File: src/pkg/csc_map.svh
// Register offsets, field positions, reset values and timing counts
`ifndef CSC_MAP_SVH
`define CSC_MAP_SVH
`define CSC_OFF_CTRL2      8'h00
`define CSC_OFF_TRIM       8'h04
`define CSC_OFF_STATUS     8'h08
`define CSC_OFF_SRCSEL     8'h0C
`define CSC_BUS_DIVIDER_SEL_HI        7
`define CSC_BUS_DIVIDER_SEL_LO        6
`define CSC_RANGE_BIT      5
`define CSC_HGO_BIT        4
`define CSC_LP_BIT         3
`define CSC_EREQ_BIT       2
`define CSC_EOUT_BIT       1
`define CSC_ESTOP_BIT      0
`define CSC_MODE_HI        3
`define CSC_MODE_LO        2
`define CSC_OSCRDY_BIT     1
`define CSC_FINE_PERIOD_ADJUST_BIT      0
`define CSC_CTRL2_RST      8'h40
`define CSC_TRIM_INIT      8'h80
`define CSC_OSC_INIT_CYC   12'h400
`define CSC_SYNC_STAGES    2
`endif

File: src/pkg/csc_pkg.sv
// Types shared by the clock source control block
package csc_pkg;
   typedef enum logic [1:0] {
      CSC_SRC_FLL = 2'h0,
      CSC_SRC_INT = 2'h1,
      CSC_SRC_EXT = 2'h2,
      CSC_SRC_RSV = 2'h3
   } csc_src_e;
   typedef enum {
      CSC_OSC_OFF,
      CSC_OSC_WARM,
      CSC_OSC_READY
   } csc_osc_e;
endpackage

File: src/verilog/csc_regs.sv
// Clock source control, trim and status registers with AXI4-Lite access
//
// Design decisions made here: the AXI4-Lite slave port and the address map.
`timescale 1ns/100ps
`include "csc_map.svh"
module csc_regs (
   // Clock and reset
   input  wire logic               aclk,
   input  wire logic               aresetn,
   // AXI4-Lite write address and data
   input  wire logic [7:0]         s_axi_awaddr,
   input  wire logic               s_axi_awvalid,
   output logic                    s_axi_awready,
   input  wire logic [31:0]        s_axi_wdata,
   input  wire logic [3:0]         s_axi_wstrb,
   input  wire logic               s_axi_wvalid,
   output logic                    s_axi_wready,
   // AXI4-Lite write response
   output logic [1:0]              s_axi_bresp,
   output logic                    s_axi_bvalid,
   input  wire logic               s_axi_bready,
   // AXI4-Lite read
   input  wire logic [7:0]         s_axi_araddr,
   input  wire logic               s_axi_arvalid,
   output logic                    s_axi_arready,
   output logic [31:0]             s_axi_rdata,
   output logic [1:0]              s_axi_rresp,
   output logic                    s_axi_rvalid,
   input  wire logic               s_axi_rready,
   // System status
   input  wire logic               background_debug_mode,
   input  wire logic               stop_mode,
   input  wire logic               osc_clock_alive,
   // Bus divider and clock source
   output logic [1:0]              bus_divider_sel,
   output logic [3:0]              bus_divide_ratio,
   output csc_pkg::csc_src_e       clock_source_sel,
   output logic                    fll_disable,
   // External oscillator controls
   output logic                    osc_range_high,
   output logic                    osc_high_gain_sel,
   output logic                    ext_osc_request,
   output logic                    ext_reference_clock_out,
   output logic                    ext_ref_enable,
   // Internal reference trim
   output logic [7:0]              reference_trim,
   output logic                    fine_period_adjust
);
   import csc_pkg::*;

   logic [7:0]     ctrl2_q;
   logic [7:0]     trim_q = `CSC_TRIM_INIT;
   logic           fine_period_adjust_q = 1'b0;
   logic [1:0]     srcsel_q;
   logic [1:0]     sync_q [`CSC_SYNC_STAGES];
   logic [1:0]     mode_q;
   csc_osc_e       osc_q;
   logic [11:0]    osc_cnt_q;
   logic           aw_q;
   logic           w_q;
   logic [7:0]     awaddr_q;
   logic [31:0]    wdata_q;
   logic [3:0]     wstrb_q;
   logic           ext_mode;
   logic           ext_in_use;
   logic           do_write;
   logic           wr_ctrl2;
   logic           wr_trim;
   logic           wr_status;
   logic           wr_srcsel;
   logic           osc_drop;
   logic [7:0]     status_byte;

   // Decodes a source code into a legal selection; reserved maps to FLL
   function automatic logic [1:0] src_decode(input logic [1:0] code);
      src_decode = (code == 2'h3) ? 2'h0 : code;
   endfunction

   // True when a captured write address falls on the given register
   function automatic logic reg_hit(input logic [7:0] addr,
                                    input logic [7:0] offset);
      reg_hit = (addr[7:2] == offset[7:2]);
   endfunction

   // Write channel capture, address and data in either order
   // Ready stays low while a response waits, so a second write cannot
   // overwrite the captured address before the master takes bresp
   assign s_axi_awready = !aw_q && !s_axi_bvalid;
   assign s_axi_wready  = !w_q && !s_axi_bvalid;
   assign do_write      = aw_q && w_q && !s_axi_bvalid;

   // One strobe per register; only byte lane zero carries register data
   assign wr_ctrl2  = do_write && wstrb_q[0]
                      && reg_hit(awaddr_q, `CSC_OFF_CTRL2);
   assign wr_trim   = do_write && wstrb_q[0]
                      && reg_hit(awaddr_q, `CSC_OFF_TRIM);
   assign wr_status = do_write && wstrb_q[0]
                      && reg_hit(awaddr_q, `CSC_OFF_STATUS);
   assign wr_srcsel = do_write && wstrb_q[0]
                      && reg_hit(awaddr_q, `CSC_OFF_SRCSEL);

   always_ff @(posedge aclk) begin
      if (!aresetn) begin
         aw_q     <= 1'b0;
         awaddr_q <= 8'h00;
      end else if (s_axi_awvalid && s_axi_awready) begin
         aw_q     <= 1'b1;
         awaddr_q <= s_axi_awaddr;
      end else if (do_write) begin
         aw_q     <= 1'b0;
      end
   end

   always_ff @(posedge aclk) begin
      if (!aresetn) begin
         w_q     <= 1'b0;
         wdata_q <= 32'h0000_0000;
         wstrb_q <= 4'h0;
      end else if (s_axi_wvalid && s_axi_wready) begin
         w_q     <= 1'b1;
         wdata_q <= s_axi_wdata;
         wstrb_q <= s_axi_wstrb;
      end else if (do_write) begin
         w_q     <= 1'b0;
      end
   end

   always_ff @(posedge aclk) begin
      if (!aresetn) begin
         s_axi_bvalid <= 1'b0;
         s_axi_bresp  <= 2'h0;
      end else if (do_write) begin
         s_axi_bvalid <= 1'b1;
         // Beyond the last register: slave error, nothing is written
         s_axi_bresp  <= (awaddr_q[7:2] > 6'h03) ? 2'h2 : 2'h0;
      end else if (s_axi_bready) begin
         s_axi_bvalid <= 1'b0;
      end
   end

   // Control register two, divider resets to divide by two
   always_ff @(posedge aclk) begin
      if (!aresetn) begin
         ctrl2_q <= `CSC_CTRL2_RST;
      end else if (wr_ctrl2) begin
         ctrl2_q <= wdata_q[7:0];
      end
   end

   // Trim is held across reset; only a power-up initial value is given,
   // so a value copied in by software survives a later reset
   always_ff @(posedge aclk) begin
      if (wr_trim) begin
         trim_q <= wdata_q[7:0];
      end
   end

   always_ff @(posedge aclk) begin
      // Only the fine trim bit of the status register can be written
      if (wr_status) begin
         fine_period_adjust_q <= wdata_q[`CSC_FINE_PERIOD_ADJUST_BIT];
      end
   end

   // Clock source select; the reserved code is stored as the FLL output
   always_ff @(posedge aclk) begin
      if (!aresetn) begin
         srcsel_q <= 2'h0;
      end else if (wr_srcsel) begin
         srcsel_q <= src_decode(wdata_q[1:0]);
      end
   end

   // Selection passes a synchroniser before the mode status follows it,
   // so software reads a mode only once the switch has settled; only
   // each next stage reads a stage, never the logic around it
   always_ff @(posedge aclk) begin
      if (!aresetn) begin
         for (int i = 0; i < `CSC_SYNC_STAGES; i++) begin
            sync_q[i] <= 2'h0;
         end
         mode_q <= 2'h0;
      end else begin
         sync_q[0] <= srcsel_q;
         for (int i = 1; i < `CSC_SYNC_STAGES; i++) begin
            sync_q[i] <= sync_q[i-1];
         end
         mode_q <= sync_q[`CSC_SYNC_STAGES-1];
      end
   end

   // The external reference is in use when its output is enabled, when the
   // settled selection runs from it, or when the pending one does while the settled mode is FLL
   assign ext_mode   = (mode_q == 2'h2)
                       || (mode_q == 2'h0 && srcsel_q == 2'h2);
   assign ext_in_use = ctrl2_q[`CSC_EOUT_BIT] || ext_mode;

   // Ready drops on the write that clears the request or the output
   // enable, not when the reference merely stops being in use
   assign osc_drop = wr_ctrl2
                     && ((ctrl2_q[`CSC_EREQ_BIT] && !wdata_q[`CSC_EREQ_BIT])
                         || (ctrl2_q[`CSC_EOUT_BIT]
                             && !wdata_q[`CSC_EOUT_BIT]));

   // Oscillator initialisation tracking; counting pauses while the
   // oscillator is not alive, so a slow start-up stretches the wait
   always_ff @(posedge aclk) begin
      if (!aresetn) begin
         osc_q     <= CSC_OSC_OFF;
         osc_cnt_q <= 12'h000;
      end else begin
         unique case (osc_q)
            CSC_OSC_OFF: begin
               osc_cnt_q <= 12'h000;
               if (ctrl2_q[`CSC_EREQ_BIT] && ext_in_use) begin
                  osc_q <= CSC_OSC_WARM;
               end
            end
            CSC_OSC_WARM: begin
               if (osc_drop || !ctrl2_q[`CSC_EREQ_BIT] || !ext_in_use) begin
                  osc_q <= CSC_OSC_OFF;
               end else if (osc_clock_alive) begin
                  osc_cnt_q <= osc_cnt_q + 12'h001;
                  if (osc_cnt_q == `CSC_OSC_INIT_CYC - 12'h001) begin
                     osc_q <= CSC_OSC_READY;
                  end
               end
            end
            CSC_OSC_READY: begin
               if (osc_drop) begin
                  osc_q <= CSC_OSC_OFF;
               end
            end
         endcase
      end
   end

   // Status word; the upper nibble is reserved and reads as zero
   assign status_byte = {4'h0, mode_q,
                         osc_q == CSC_OSC_READY, fine_period_adjust_q};

   // Read channel
   // A new read is refused while rvalid stands, so rdata cannot move
   assign s_axi_arready = !s_axi_rvalid;
   always_ff @(posedge aclk) begin
      if (!aresetn) begin
         s_axi_rvalid <= 1'b0;
         s_axi_rdata  <= 32'h0000_0000;
         s_axi_rresp  <= 2'h0;
      end else if (s_axi_arvalid && s_axi_arready) begin
         s_axi_rvalid <= 1'b1;
         s_axi_rresp  <= 2'h0;
         unique case (s_axi_araddr[7:2])
            6'h00: s_axi_rdata <= {24'h000000, ctrl2_q};
            6'h01: s_axi_rdata <= {24'h000000, trim_q};
            6'h02: s_axi_rdata <= {24'h000000, status_byte};
            6'h03: s_axi_rdata <= {30'h0, srcsel_q};
            default: begin
               s_axi_rdata <= 32'h0000_0000;
               s_axi_rresp <= 2'h2;
            end
         endcase
      end else if (s_axi_rready) begin
         s_axi_rvalid <= 1'b0;
      end
   end

   // Outputs
   // The divider takes effect at once; no handshake with the clock tree
   // Stop gating applies only to the reference output and its enable
   assign bus_divider_sel   = ctrl2_q[`CSC_BUS_DIVIDER_SEL_HI:`CSC_BUS_DIVIDER_SEL_LO];
   assign bus_divide_ratio  = 4'h1 << bus_divider_sel;
   assign clock_source_sel  = csc_src_e'(mode_q);
   assign fll_disable       = ctrl2_q[`CSC_LP_BIT] && !background_debug_mode
                              && mode_q != 2'h0;
   assign osc_range_high    = ctrl2_q[`CSC_RANGE_BIT];
   assign osc_high_gain_sel = ctrl2_q[`CSC_HGO_BIT];
   assign ext_osc_request   = ctrl2_q[`CSC_EREQ_BIT];
   assign ext_reference_clock_out = ctrl2_q[`CSC_EOUT_BIT]
                              && (!stop_mode
                                  || ctrl2_q[`CSC_ESTOP_BIT]);
   assign ext_ref_enable    = stop_mode ? (ctrl2_q[`CSC_ESTOP_BIT]
                              && ext_in_use) : ext_in_use;
   assign reference_trim    = trim_q;
   assign fine_period_adjust = fine_period_adjust_q;
endmodule

File: config.mk
export PLATFORM = sky130hd
export DESIGN_NAME = csc_regs
export DESIGN_NICKNAME = d
export VERILOG_FILES = /design/src/pkg/csc_pkg.sv /design/src/verilog/csc_regs.sv
export VERILOG_INCLUDE_DIRS = /design/src /design/src/pkg
export SDC_FILE = /design/constraint.sdc
export NUM_CORES = 1
export LEC_CHECK = 0
export BUFFER_PORTS_ARGS = -buffer_cell sky130_fd_sc_hd__buf_2
export CAP_MARGIN = 20
export CELL_PAD_IN_SITES_DETAIL_PLACEMENT = 0
export CELL_PAD_IN_SITES_GLOBAL_PLACEMENT = 1
export CORE_MARGIN = 5
export CORE_UTILIZATION = 35
export CTS_BUF_LIST = sky130_fd_sc_hd__clkbuf_8
export CTS_CLUSTER_DIAMETER = 200
export DETAILED_ROUTE_END_ITERATION = 16
export MAX_ROUTING_LAYER = met4
export PLACE_DENSITY = 0.92
export SYNTH_ARGS = -nofsm -noshare
export SYNTH_HDL_FRONTEND = slang
export SYNTH_SLANG_ARGS = --single-unit
File: constraint.sdc
create_clock -name aclk -period 2.58 [get_ports aclk]
set_clock_uncertainty 0.15 [all_clocks]
set_input_delay 0.258 -clock aclk [delete_from_list [all_inputs] [get_ports aclk]]
set_output_delay 0.258 -clock aclk [all_outputs]
set_load 0.005 [all_outputs]
## After elaboration in Yosys (flattened, before gate mapping)

Memories as Yosys holds them, arrays and structs flattened. A register that Yosys moved wholly into a read port is not among the register bits.
Cells that the tools add are included.

| storage, ports and cells | value |
|---|---|
| flip-flop bits (word level) | 120 |
| memory bits (writable) | 4 |
| input port bits | 62 |
| output and inout bits | 64 |
| logic and storage cells | 117 |
| memories kept | 1 |

Memories:

| memory | words | bits a word | read ports | clocked after Yosys merged registers in | write ports | line | source |
|---|---|---|---|---|---|---|---|
| sync_q | 2 | 2 | 2 | 1 | 2 | csc_regs.sv:55 | `` logic [1:0] sync_q [`CSC_SYNC_STAGES]; `` |

| operators by class | value |
|---|---|
| $add $sub $neg | 1 |
| $lt $le $gt $ge | 1 |
| equality and inequality tests | 19 |
| shift operators | 1 |
| multiplexer cells | 25 |
| bitwise operators | 2 |
| reduce and logical (&&, ||, !) cells | 51 |

Operators with widths:

| operator | number |
|---|---|
| 32-bit two-way mux | 5 |
| 32-bit case mux with 3 select lines | 1 |
| 32-bit by 1-bit equality test with 1-bit output (second input constant) | 1 |
| 32-bit by 2-bit equality test with 1-bit output (second input constant) | 1 |
| 32-bit by 3-bit equality test with 1-bit output (second input constant) | 1 |
| 32-bit zero test | 1 |
| 8-bit case mux with 4 select lines | 1 |
| 6-bit by 2-bit equality test with 1-bit output (second input constant) | 4 |
| 12-bit two-way mux | 2 |
| 12-bit case mux with 2 select lines | 1 |
| 1-bit logical AND | 21 |
| 12-bit by 1-bit adder with 12-bit output (second input constant) | 1 |
| 12-bit by 10-bit equality test with 1-bit output (second input constant) | 1 |
| 6-bit by 1-bit equality test with 1-bit output (second input constant) | 2 |
| 6-bit zero test | 2 |
| 2-bit nonzero test | 6 |
| 1-bit zero test | 11 |
| 1-bit two-way mux | 10 |
| 2-bit two-way mux | 5 |
| 2-bit inequality test (second input constant) | 4 |
| 2-bit equality test (second input constant) | 3 |
| 6-bit by 2-bit greater-than comparator with 1-bit output (second input constant) | 1 |
| 1-bit logical OR | 6 |
| 3-bit inequality test (second input constant) | 2 |
| other kinds (6) | 7 |

## Logic depth before layout (Yosys ltp)

Gate-level depths: netlist of run 1.

| depth | value |
|---|---|
| depth in word-level cells | 9 |
| gate-level depth with buffers | 8 |
| gate-level depth less buffers | 6 |

## Least setup slack after synthesis of run 1

No wires, ideal clock.

| timing path | value |
|---|---|
| kind | register to register |
| start point | register s_axi_bvalid |
| end point | register osc_cnt_q[11] |
| setup time | 0.071 ns |
| data arrival time | 1.828 ns |
| required time | 2.359 ns |
| setup slack | 0.531 ns |
| cell stages (with the launch flop) | 7 |
| path buffers | 1 |
| clock period less this slack | 2.049 ns |
| path through | dfxtp_1 > and4b_4 > o2111a_4 > o31a_1 > buf_6 > or4_1 > a21oi_1 |

| between the ends | value |
|---|---|
| word-level cells in the longest chain between the ends | 9 |

RTL lines:

| item | line | source |
|---|---|---|
| from (decl) | csc_regs.sv:20 | `output logic s_axi_bvalid,` |
| from (signal assigned) | csc_regs.sv:130 | `s_axi_bvalid <= 1'b0;` |
| from (signal assigned) | csc_regs.sv:133 | `s_axi_bvalid <= 1'b1;` |
| from (signal assigned) | csc_regs.sv:137 | `s_axi_bvalid <= 1'b0;` |
| 1-bit zero test | csc_regs.sv:90 | `assign do_write = aw_q && w_q && !s_axi_bvalid;` |
| 1-bit logical AND | csc_regs.sv:90 |  |
| 1-bit logical AND (2 in series) | csc_regs.sv:93 | `assign wr_ctrl2 = do_write && wstrb_q[0]` |
| 1-bit logical AND | csc_regs.sv:200 | `assign osc_drop = wr_ctrl2` |
| 1-bit logical OR (2 in series) | csc_regs.sv:220 | `` if (osc_drop \|\| !ctrl2_q[`CSC_EREQ_BIT] \|\| !ext_in_use) begin `` |
| 2-bit inequality test (no line) | - |  |
| 3-bit AND reduction (no line) | - |  |
| to (signal assigned) | csc_regs.sv:223 | `osc_cnt_q <= osc_cnt_q + 12'h001;` |
| to (decl) | csc_regs.sv:58 | `logic [11:0] osc_cnt_q;` |

Every way passes these cells.
A chain may end at the register's enable or synchronous reset.

## Worst setup path after layout of run 1

Ends and elaborated chain as after synthesis.

==> results.cfg, run 1 <==
[route]
drcViolationCount = 0
ant_nets = 0
drtIter0Drc = 84
wirelength_um = 6850
via_per_inst = 4.760
drtPass1Iterations = 4
via_count = 2556
wire_per_inst_um = 12.76

[finish]
fin_nets = 490
layout_commonest_cell = buf_2
multi_input_area_um2 = 1420
area_growth_pct = 22.81
final_cell_mix = buf_2 (68), dfxtp_1 (59), nand2_1 (49), nor2_1 (33), a21oi_1 (33)
fillers = 851
final_core_util_pct = 43.84
num_antenna_cells = 0
final_cell_area_um2 = 3786
drive_gt1_share_pct = 23.78
seq_area_um2 = 1451

[critical_path]
worstReg2RegEnd = osc_cnt_q[11]
crit_family = simple AND/OR/NAND/NOR gates
worst-path-buf-inv = 0
startpoint_type = flop
critical_path_class = flop to flop
rrSetupSlack_ps = 260
reg2reg_from = s_axi_bvalid
required_ps = 2700
cp_max_fo = 22
slowest_delay_ps = 580
arrival_ps = 2430
worst_path_max_delay_cell = or4_1
cp_cell_sequence = and4b_4 > o2111a_4 > o31a_1 > or4_1 > a21oi_1
reg2reg_depth = 5
endpoint_kind = flop

[synth]
syn_area_um2 = 3083
synth_area_per_cell_um2 = 9.014
ys_seq_area_share_pct = 47.08
async_reset_ff_share_pct = 0
synth-seq-cells = 68
synthFlopType = dfxtp_1
yosysWarningCount = 0
synthCells = 342
yosys.cell_types.count = 45
synth_edf_count = 9

[worst_hold_path]
worstHoldPathType = primary input to flop
whs_path_depth = 3
whs_endpoint = awaddr_q[7]
min_from = s_axi_awaddr[7]

[timing]
tns_ps = 0
rsz0062_at_grt = no
fmax_ghz = 0.4315
final-hold-violation-count = 0
min_period_ps = 2317
drv_slew = 0
fin_ws_ps = 262.6
worst_pin_slew_ps = 672.6
relSlewSlack_pct = 54.45
post-route-period-util_pct = 89.82
setup_violations = 0

[run_status]
status = finished, final reports clean

[global_route]
grt_overflow = 0
grt_start_max_net_pins = 32
antenna_found_initial = 0
grt_usage_pct = 13.09
first_global_vias = 2418
grt_pass1_wl_um = 11440

[clocking]
cts-root-buf = clkbuf_8
htreeDepth = 3
cts.sinks = 68
path_clk_slew_ps = 80
cts_buffer_depth = 2
cts_buffers = 9
cts_tree = yes
clkLatencyLatePin_ps = 350

[job]
drv_cap = 0

[floorplanning]
io_pins = 126
std_cell_rows = 34
fp.coreArea_um2 = 8636
die_area_um2 = 10790
die_x_um = 103.9
initial_core_util_pct = 35.70
die_h_um = 103.9

[place]
postPlaceCellArea_um2 = 3426
dp_hpwl_um = 5129
post-place-ws_ps = 303.2
numPortBuffers = 68
gp_congestion = 0.7358

[pwr]
p_total_mw = 2.317
netSwitchingFraction_pct = 24.88
pwr-share-clk_pct = 43.3
pwr-share-seq_pct = 48.3
switchingPower_mw = 0.5765
p_int_mw = 1.740
combPwrFrac_pct = 8.4
cellPowerDensity_nw_per_um2 = 611.9
p_leak_nw = 1.582
max-vdd-ir-drop_uv = 358.4
==> registers in the layout, indices dropped and copies added (netlist names), 2 cells and up <==
signal and cells:
awaddr_q 6, clock_source_sel 2, ctrl2_q 8, osc_cnt_q 12, osc_q 2, reference_trim 8
s_axi_rdata 8, srcsel_q 2, sync_q 4, wdata_q 8
==> timing repair <==
item	4_1_cts	5_1_grt
resized for setup	0	0
hold buffers	13	0
buffers inserted	0	0
hold endpoints to repair	13	0
==> layer usage <==
layer | wire length (µm) | vias up | global-route usage, %
li1 | - | 1300 | -
met5 | 0 | - | -
met3 | 288 | 15 | 2.980
met4 | 185 | 0 | 6.013
met2 | 3395 | 62 | 21.58
met1 | 2980 | 1179 | 15.15
==> layout make-up <==
class                      count  area share [%]
timing repair buffer          86           13.42
inverter                      11           1.091
clock buffer                   9           3.272
sequential                    68           38.33
tap                          108           3.569
clock inverter                 7           2.809
multi-input combinational    248           37.51
==> worst min-delay path: cells and delay by family <==
| family | cells | cell delay (ps) |
|---|---|---|
| muxes | 1 | 50 |
| buffers and inverters | 1 | 80 |
| and+or+nand+nor | 1 | 70 |
==> cells by family (layout without fill, tap and decap cells) <==
family	count (synthesis)	in the layout	synth area share, %
fa+ha+maj	4	4	1.623
mux	14	14	5.519
buf+inv	51	113	9.903
compound gates	66	66	13.35
flops	68	68	47.08
simple gates	138	138	22.40
other cells	1	26	0.1216
==> cells in the mapped netlist, types with 4 or more instances <==
cell type	number	area, µm²
o31ai_1	4	30.03
buf_4	28	210.2
mux2i_1	8	80.08
edfxtp_1	9	270.3
and2_1	12	75.07
mux2_2	4	45.04
nor3_1	4	20.02
nor2b_1	4	25.02
a22oi_1	8	60.06
o21ai_0	9	45.04
a21oi_1	33	165.2
nand3_1	6	30.03
or4_1	7	52.55
inv_1	11	41.29
dfxtp_1	59	1181
ha_1	4	50.05
or3_1	5	31.28
nand2_1	49	183.9
clkbuf_1	10	37.54
nor2_1	33	123.9
==> how the worst max path moves through the flow <==
| stage | startpoint | endpoint | slack, ps | depth (start not counted) |
|---|---|---|---|---|
| detailed placement | ctrl2_q[1] | osc_cnt_q[11] | 300 | 5 |
| global placement | ctrl2_q[1] | osc_cnt_q[8] | 360 | 5 |
| CTS | ctrl2_q[1] | osc_cnt_q[11] | 280 | 5 |
| floorplan | s_axi_bvalid | osc_cnt_q[11] | 530 | 6 |
| global route | srcsel_q[1] | osc_cnt_q[5] | 90 | 5 |
| finish | s_axi_bvalid | osc_cnt_q[11] | 260 | 5 |
==> power groups by stage <==
stage          Clock, mW  Sequential, mW  Combinational (mW)
2_1_floorplan          0            1.14               0.156
3_3_place_gp           0            1.14               0.174
3_5_place_dp           0            1.14               0.178
4_1_cts             1.03            1.12               0.194
5_1_grt             1.08            1.12               0.220
6_report            1.00            1.12               0.194
==> through the flow <==
stage	hold slack, ps	instances
final	2.180	537
after detailed placement	270.1	508
after global placement	264.3	508
after CTS	1.992	537
after floorplan	207.0	367
after global routing	8.230	537
Note: power is estimated with default switching activity, not from simulation.
==> inputs of run 2 (changes only) <==
--- a/config.mk
+++ b/config.mk
@@ -10,9 +10,8 @@
 export CAP_MARGIN = 20
 export CELL_PAD_IN_SITES_DETAIL_PLACEMENT = 0
 export CELL_PAD_IN_SITES_GLOBAL_PLACEMENT = 1
-export CORE_MARGIN = 5
 export CORE_UTILIZATION = 35
-export CTS_BUF_LIST = sky130_fd_sc_hd__clkbuf_8
+export CTS_BUF_LIST = sky130_fd_sc_hd__clkbuf_4
 export CTS_CLUSTER_DIAMETER = 200
 export DETAILED_ROUTE_END_ITERATION = 16
 export MAX_ROUTING_LAYER = met4
@@ -20,3 +19,4 @@
 export SYNTH_ARGS = -nofsm -noshare
 export SYNTH_HDL_FRONTEND = slang
 export SYNTH_SLANG_ARGS = --single-unit
+export TNS_END_PERCENT = 20
==> results.cfg, run 2 (synthesis gave the netlist of run 1 again) <==
[route]
drtIter0Drc = 121
drcViolationCount = 0
wirelength_um = 6445
drtPass1Iterations = 5
wire_per_inst_um = 11.91
ant_nets = 0
via_count = 2540
via_per_inst = 4.695

[critical_path]
endpoint_kind = flop
reg2reg_from = ctrl2_q[2]
startpoint_type = flop
slowest_delay_ps = 580
cp_cell_sequence = nor2b_1 > o2111a_4 > o31a_1 > or4_1 > a21oi_1
critical_path_class = flop to flop
worstReg2RegEnd = osc_cnt_q[7]
arrival_ps = 2520
cp_max_fo = 22
reg2reg_depth = 5
rrSetupSlack_ps = 270
worstSetupStartpoint = ctrl2_q[2]
required_ps = 2780
critPathCapture = osc_cnt_q[7]
worst_path_max_delay_cell = or4_1

[timing]
worst_pin_slew_ps = 639.5
fmax_ghz = 0.4322
post-route-period-util_pct = 89.68
final-hold-violation-count = 0
fin_ws_ps = 266.2
hold_slack_ps = 170.5
setup_violations = 0
drv_slew = 0
rsz0062_at_grt = no
min_period_ps = 2314
tns_ps = 0
relSlewSlack_pct = 56.69

[pwr]
combPwrFrac_pct = 9.4
max-vdd-ir-drop_uv = 371.0
pwr-share-clk_pct = 38.6
p_leak_nw = 1.588
netSwitchingFraction_pct = 25.78
p_int_mw = 1.598
cellPowerDensity_nw_per_um2 = 566.8
switchingPower_mw = 0.5551
pwr-share-seq_pct = 52.0

[finish]
drive_gt1_share_pct = 23.17
area_growth_pct = 23.21
layout_commonest_cell = buf_2
largest_register_ff_count = 12
fillers = 824
final_cell_area_um2 = 3799
final_cell_mix = buf_2 (68), dfxtp_1 (59), nand2_1 (49), nor2_1 (33), a21oi_1 (33)
top_register = osc_cnt_q
stdcell_count = 541
num_antenna_cells = 0
fin_nets = 497

[global_route]
grt_start_max_net_pins = 34
grt_usage_pct = 15.47
first_global_vias = 2216
antenna_found_initial = 0
grt_pass1_wl_um = 10440
grt_overflow = 0

[clocking]
cts.sinks = 68
cts_buffers = 9
path_clk_slew_ps = 120
cts_buffer_depth = 2
cts_tree = yes
post_cts_buffers = 0
htreeDepth = 3
cts-root-buf = clkbuf_4
clkLatencyLatePin_ps = 420

[floorplanning]
die_h_um = 95.86
die_area_um2 = 9188
die_x_um = 95.86
std_cell_rows = 33
fp.coreArea_um2 = 8382
initial_core_util_pct = 36.78
io_pins = 126

[worst_hold_path]
worstHoldPathType = primary input to flop

[place]
post-place-ws_ps = 308.7
postPlaceCellArea_um2 = 3415
numPortBuffers = 68
dp_hpwl_um = 4686
gp_congestion = 0.7558
dp.cells = 504

[job]
drv_cap = 0

[run_status]
status = finished, final reports clean
## run 2: cell types whose count changed in the layout (fill, tap and decap cells not counted)
cell / delta
buf_4: -1
clkbuf_8: -9
clkbuf_4: +9
dlygate4sd3_1: +8
## run 2: final cells by class
type                            count  area (µm²)  share of cell area (%)
Clock inverter                      7       106.4                   2.800
Timing Repair Buffer               93       580.6                   15.28
Tap cell                          105       131.4                   3.459
Inverter                           11       41.29                   1.087
Sequential cell                    68        1451                   38.21
Clock buffer                        9       67.56                   1.779
Multi-Input combinational cell    248        1420                   37.38
## run 2: power by group through the flow
stage | registers, mW | logic, mW | clock network (mW)
6_report | 1.12 | 0.202 | 0.831
5_1_grt | 1.13 | 0.231 | 0.900
4_1_cts | 1.12 | 0.203 | 0.842
3_5_place_dp | 1.14 | 0.178 | 0
3_3_place_gp | 1.14 | 0.173 | 0
2_1_floorplan | 1.14 | 0.156 | 0
## run 2: per-stage QoR
step,utilization [%],power [mW]
floorplan,-,1.295
global placement,40.74,1.316
detailed placement,40.74,1.323
CTS,45.32,2.165
global route,45.32,2.258
finish,45.32,2.153
## run 2: what timing repair did
item / in CTS / in global routing
endpoints found under the hold margin: 20 / 0
resized for setup: 0 / 0
hold buffers: 21 / 0
## run 2: per-layer routing
metal  vias up  share of wire [%]  GRT usage [%]
met2        57                 47          23.81
met5         -                  0              -
met4         0                2.1          6.716
met3        11                3.6          4.818
li1       1322                  -              -
met1      1150                 47          18.66
## run 2: how the worst min path moves through the flow
stage / from / endpoint / slack, ps / depth (start not counted)
finish: s_axi_araddr[6] / s_axi_rresp[1] / 170 / 4
global route: s_axi_araddr[6] / s_axi_rresp[1] / 160 / 4
CTS: s_axi_araddr[6] / s_axi_rresp[1] / 150 / 4
detailed placement: sync_q[0][0] / sync_q[1][0] / 270 / 1
global placement: sync_q[0][1] / sync_q[1][1] / 260 / 1
floorplan: s_axi_rready / s_axi_rvalid / 210 / 1
## run 2: worst max-delay path: cells and delay by family, from the launching register on
family / cells / cell delay [ps]
and+or+nand+nor: 2 / 750
AOI/OAI and AO/OA: 3 / 970
DFF: 1 / 380
==> inputs of run 3 (changes only) <==
--- a/config.mk
+++ b/config.mk
@@ -16,6 +16,7 @@
 export DETAILED_ROUTE_END_ITERATION = 16
 export MAX_ROUTING_LAYER = met4
 export PLACE_DENSITY = 0.92
+export RECOVER_POWER = 25
 export SYNTH_ARGS = -nofsm -noshare
 export SYNTH_HDL_FRONTEND = slang
 export SYNTH_SLANG_ARGS = --single-unit
==> results.cfg, run 3 (synthesis gave the netlist of run 1 again) <==
[run_status]
status = finished, final reports clean

[critical_path]
startpoint_type = flop
required_ps = 2790
arrival_ps = 2510
endpoint_kind = flop
reg2reg_depth = 5
reg2reg_from = ctrl2_q[2]
critical_path_class = flop to flop
cp_max_fo = 22
worstReg2RegEnd = osc_cnt_q[7]
rrSetupSlack_ps = 280

[clocking]
cts_buffer_depth = 2
clkLatencyLatePin_ps = 420
cts.sinks = 68
post_cts_buffers = 0
cts_buffers = 9
cts-root-buf = clkbuf_4
path_clk_slew_ps = 120
htreeDepth = 3
cts_resized = 0
cts_tree = yes

[timing]
min_period_ps = 2301
worst_pin_slew_ps = 636.5
rsz0062_at_grt = no
post-route-period-util_pct = 89.19
hold_slack_ps = 167.8
drv_slew = 0
fmax_ghz = 0.4346
tns_ps = 0
setup_violations = 0
relSlewSlack_pct = 56.89
final-hold-violation-count = 0

[route]
drtIter0Drc = 116
wire_per_inst_um = 11.92
via_per_inst = 4.730
drtPass1Iterations = 4
via_count = 2559
wirelength_um = 6449
drcViolationCount = 0
ant_nets = 0

[worst_hold_path]
whs_endpoint = s_axi_rresp[1]
whs_path_depth = 4
min_from = s_axi_araddr[6]
worstHoldPathType = primary input to flop

[floorplanning]
die_x_um = 95.86
fp.coreArea_um2 = 8382
die_area_um2 = 9188
io_pins = 126
initial_core_util_pct = 36.78
std_cell_rows = 33
die_h_um = 95.86

[global_route]
grt_start_max_net_pins = 34
grt_overflow = 0
grt_pass1_wl_um = 10440
antenna_found_initial = 0
grt_usage_pct = 15.47
first_global_vias = 2216

[place]
numPortBuffers = 68
gp_congestion = 0.7558
dp_hpwl_um = 4686

[finish]
drive_gt1_share_pct = 20.18
top_register = osc_cnt_q
final_cell_mix = dfxtp_1 (59), buf_2 (55), nand2_1 (49), nor2_1 (33), a21oi_1 (33)
final_core_util_pct = 45.13
layout_commonest_cell = dfxtp_1
area_growth_pct = 22.69
fillers = 833
largest_register_ff_count = 12
fin_nets = 497
num_antenna_cells = 0

[job]
drv_cap = 0

[pwr]
max-vdd-ir-drop_uv = 370.9
cellPowerDensity_nw_per_um2 = 569.7
p_leak_nw = 1.533
==> run 3: final cells by class <==
class / instances / area (µm²) / share of cell area, %
inverters: 11 / 41.29 / 1.092
clock buffers: 9 / 67.56 / 1.786
clock inverters: 7 / 106.4 / 2.812
well taps: 105 / 131.4 / 3.473
repair buffers: 93 / 564.3 / 14.92
flip-flops and latches: 68 / 1451 / 38.37
multi-input cells: 248 / 1420 / 37.55
==> run 3: routing by layer <==
metal	wire length, µm	up-vias	track usage (%)
met4	144	0	6.716
met1	2974	1159	18.66
li1	-	1321	-
met3	249	11	4.818
met5	0	-	-
met2	3082	68	23.81
==> run 3: repair_timing <==
action / in CTS / in global routing
hold endpoints to repair: 20 / 0
setup endpoints to repair: 0 / 0
hold buffers: 21 / 0
==> run 3: worst max-delay path by stage <==
| stage | depth (start not counted) | startpoint | endpoint | slack [ps] |
|---|---|---|---|---|
| 3_3_place_gp | 5 | ctrl2_q[2] | osc_cnt_q[8] | 350 |
| 2_1_floorplan | 6 | s_axi_bvalid | osc_cnt_q[11] | 530 |
| 4_1_cts | 5 | ctrl2_q[2] | osc_cnt_q[7] | 270 |
| 5_1_grt | 5 | srcsel_q[1] | osc_cnt_q[4] | 90 |
| 6_report | 5 | ctrl2_q[2] | osc_cnt_q[7] | 280 |
| 3_5_place_dp | 5 | ctrl2_q[2] | osc_cnt_q[7] | 310 |
==> run 3: per-stage QoR <==
stage | worst slack (ps) | power [mW] | cell area (µm²) | cells
2_1_floorplan | 530.5 | 1.295 | 3177 | 367
3_3_place_gp | 354.1 | 1.316 | 3415 | 504
3_5_place_dp | 308.7 | 1.323 | 3415 | 504
4_1_cts | 271.3 | 2.165 | 3799 | 541
5_1_grt | 87.14 | 2.257 | 3782 | 541
6_report | 278.9 | 2.155 | 3782 | 541
==> run 3: critical path, stage by stage, from the launching register on <==
cell	delay (ps)
dfxtp_1	380
nor2b_1	170
o2111a_4	320
o31a_1	490
or4_1	570
a21oi_1	140
==> run 3: power breakdown <==
part           switching [mW]  internal (mW)  total (mW)  leakage [nW]
Clock                   0.425          0.409       0.834        0.0930
Sequential             0.0225           1.10        1.12         0.566
Combinational           0.111         0.0904       0.201         0.875
Total                   0.558           1.60        2.15          1.53
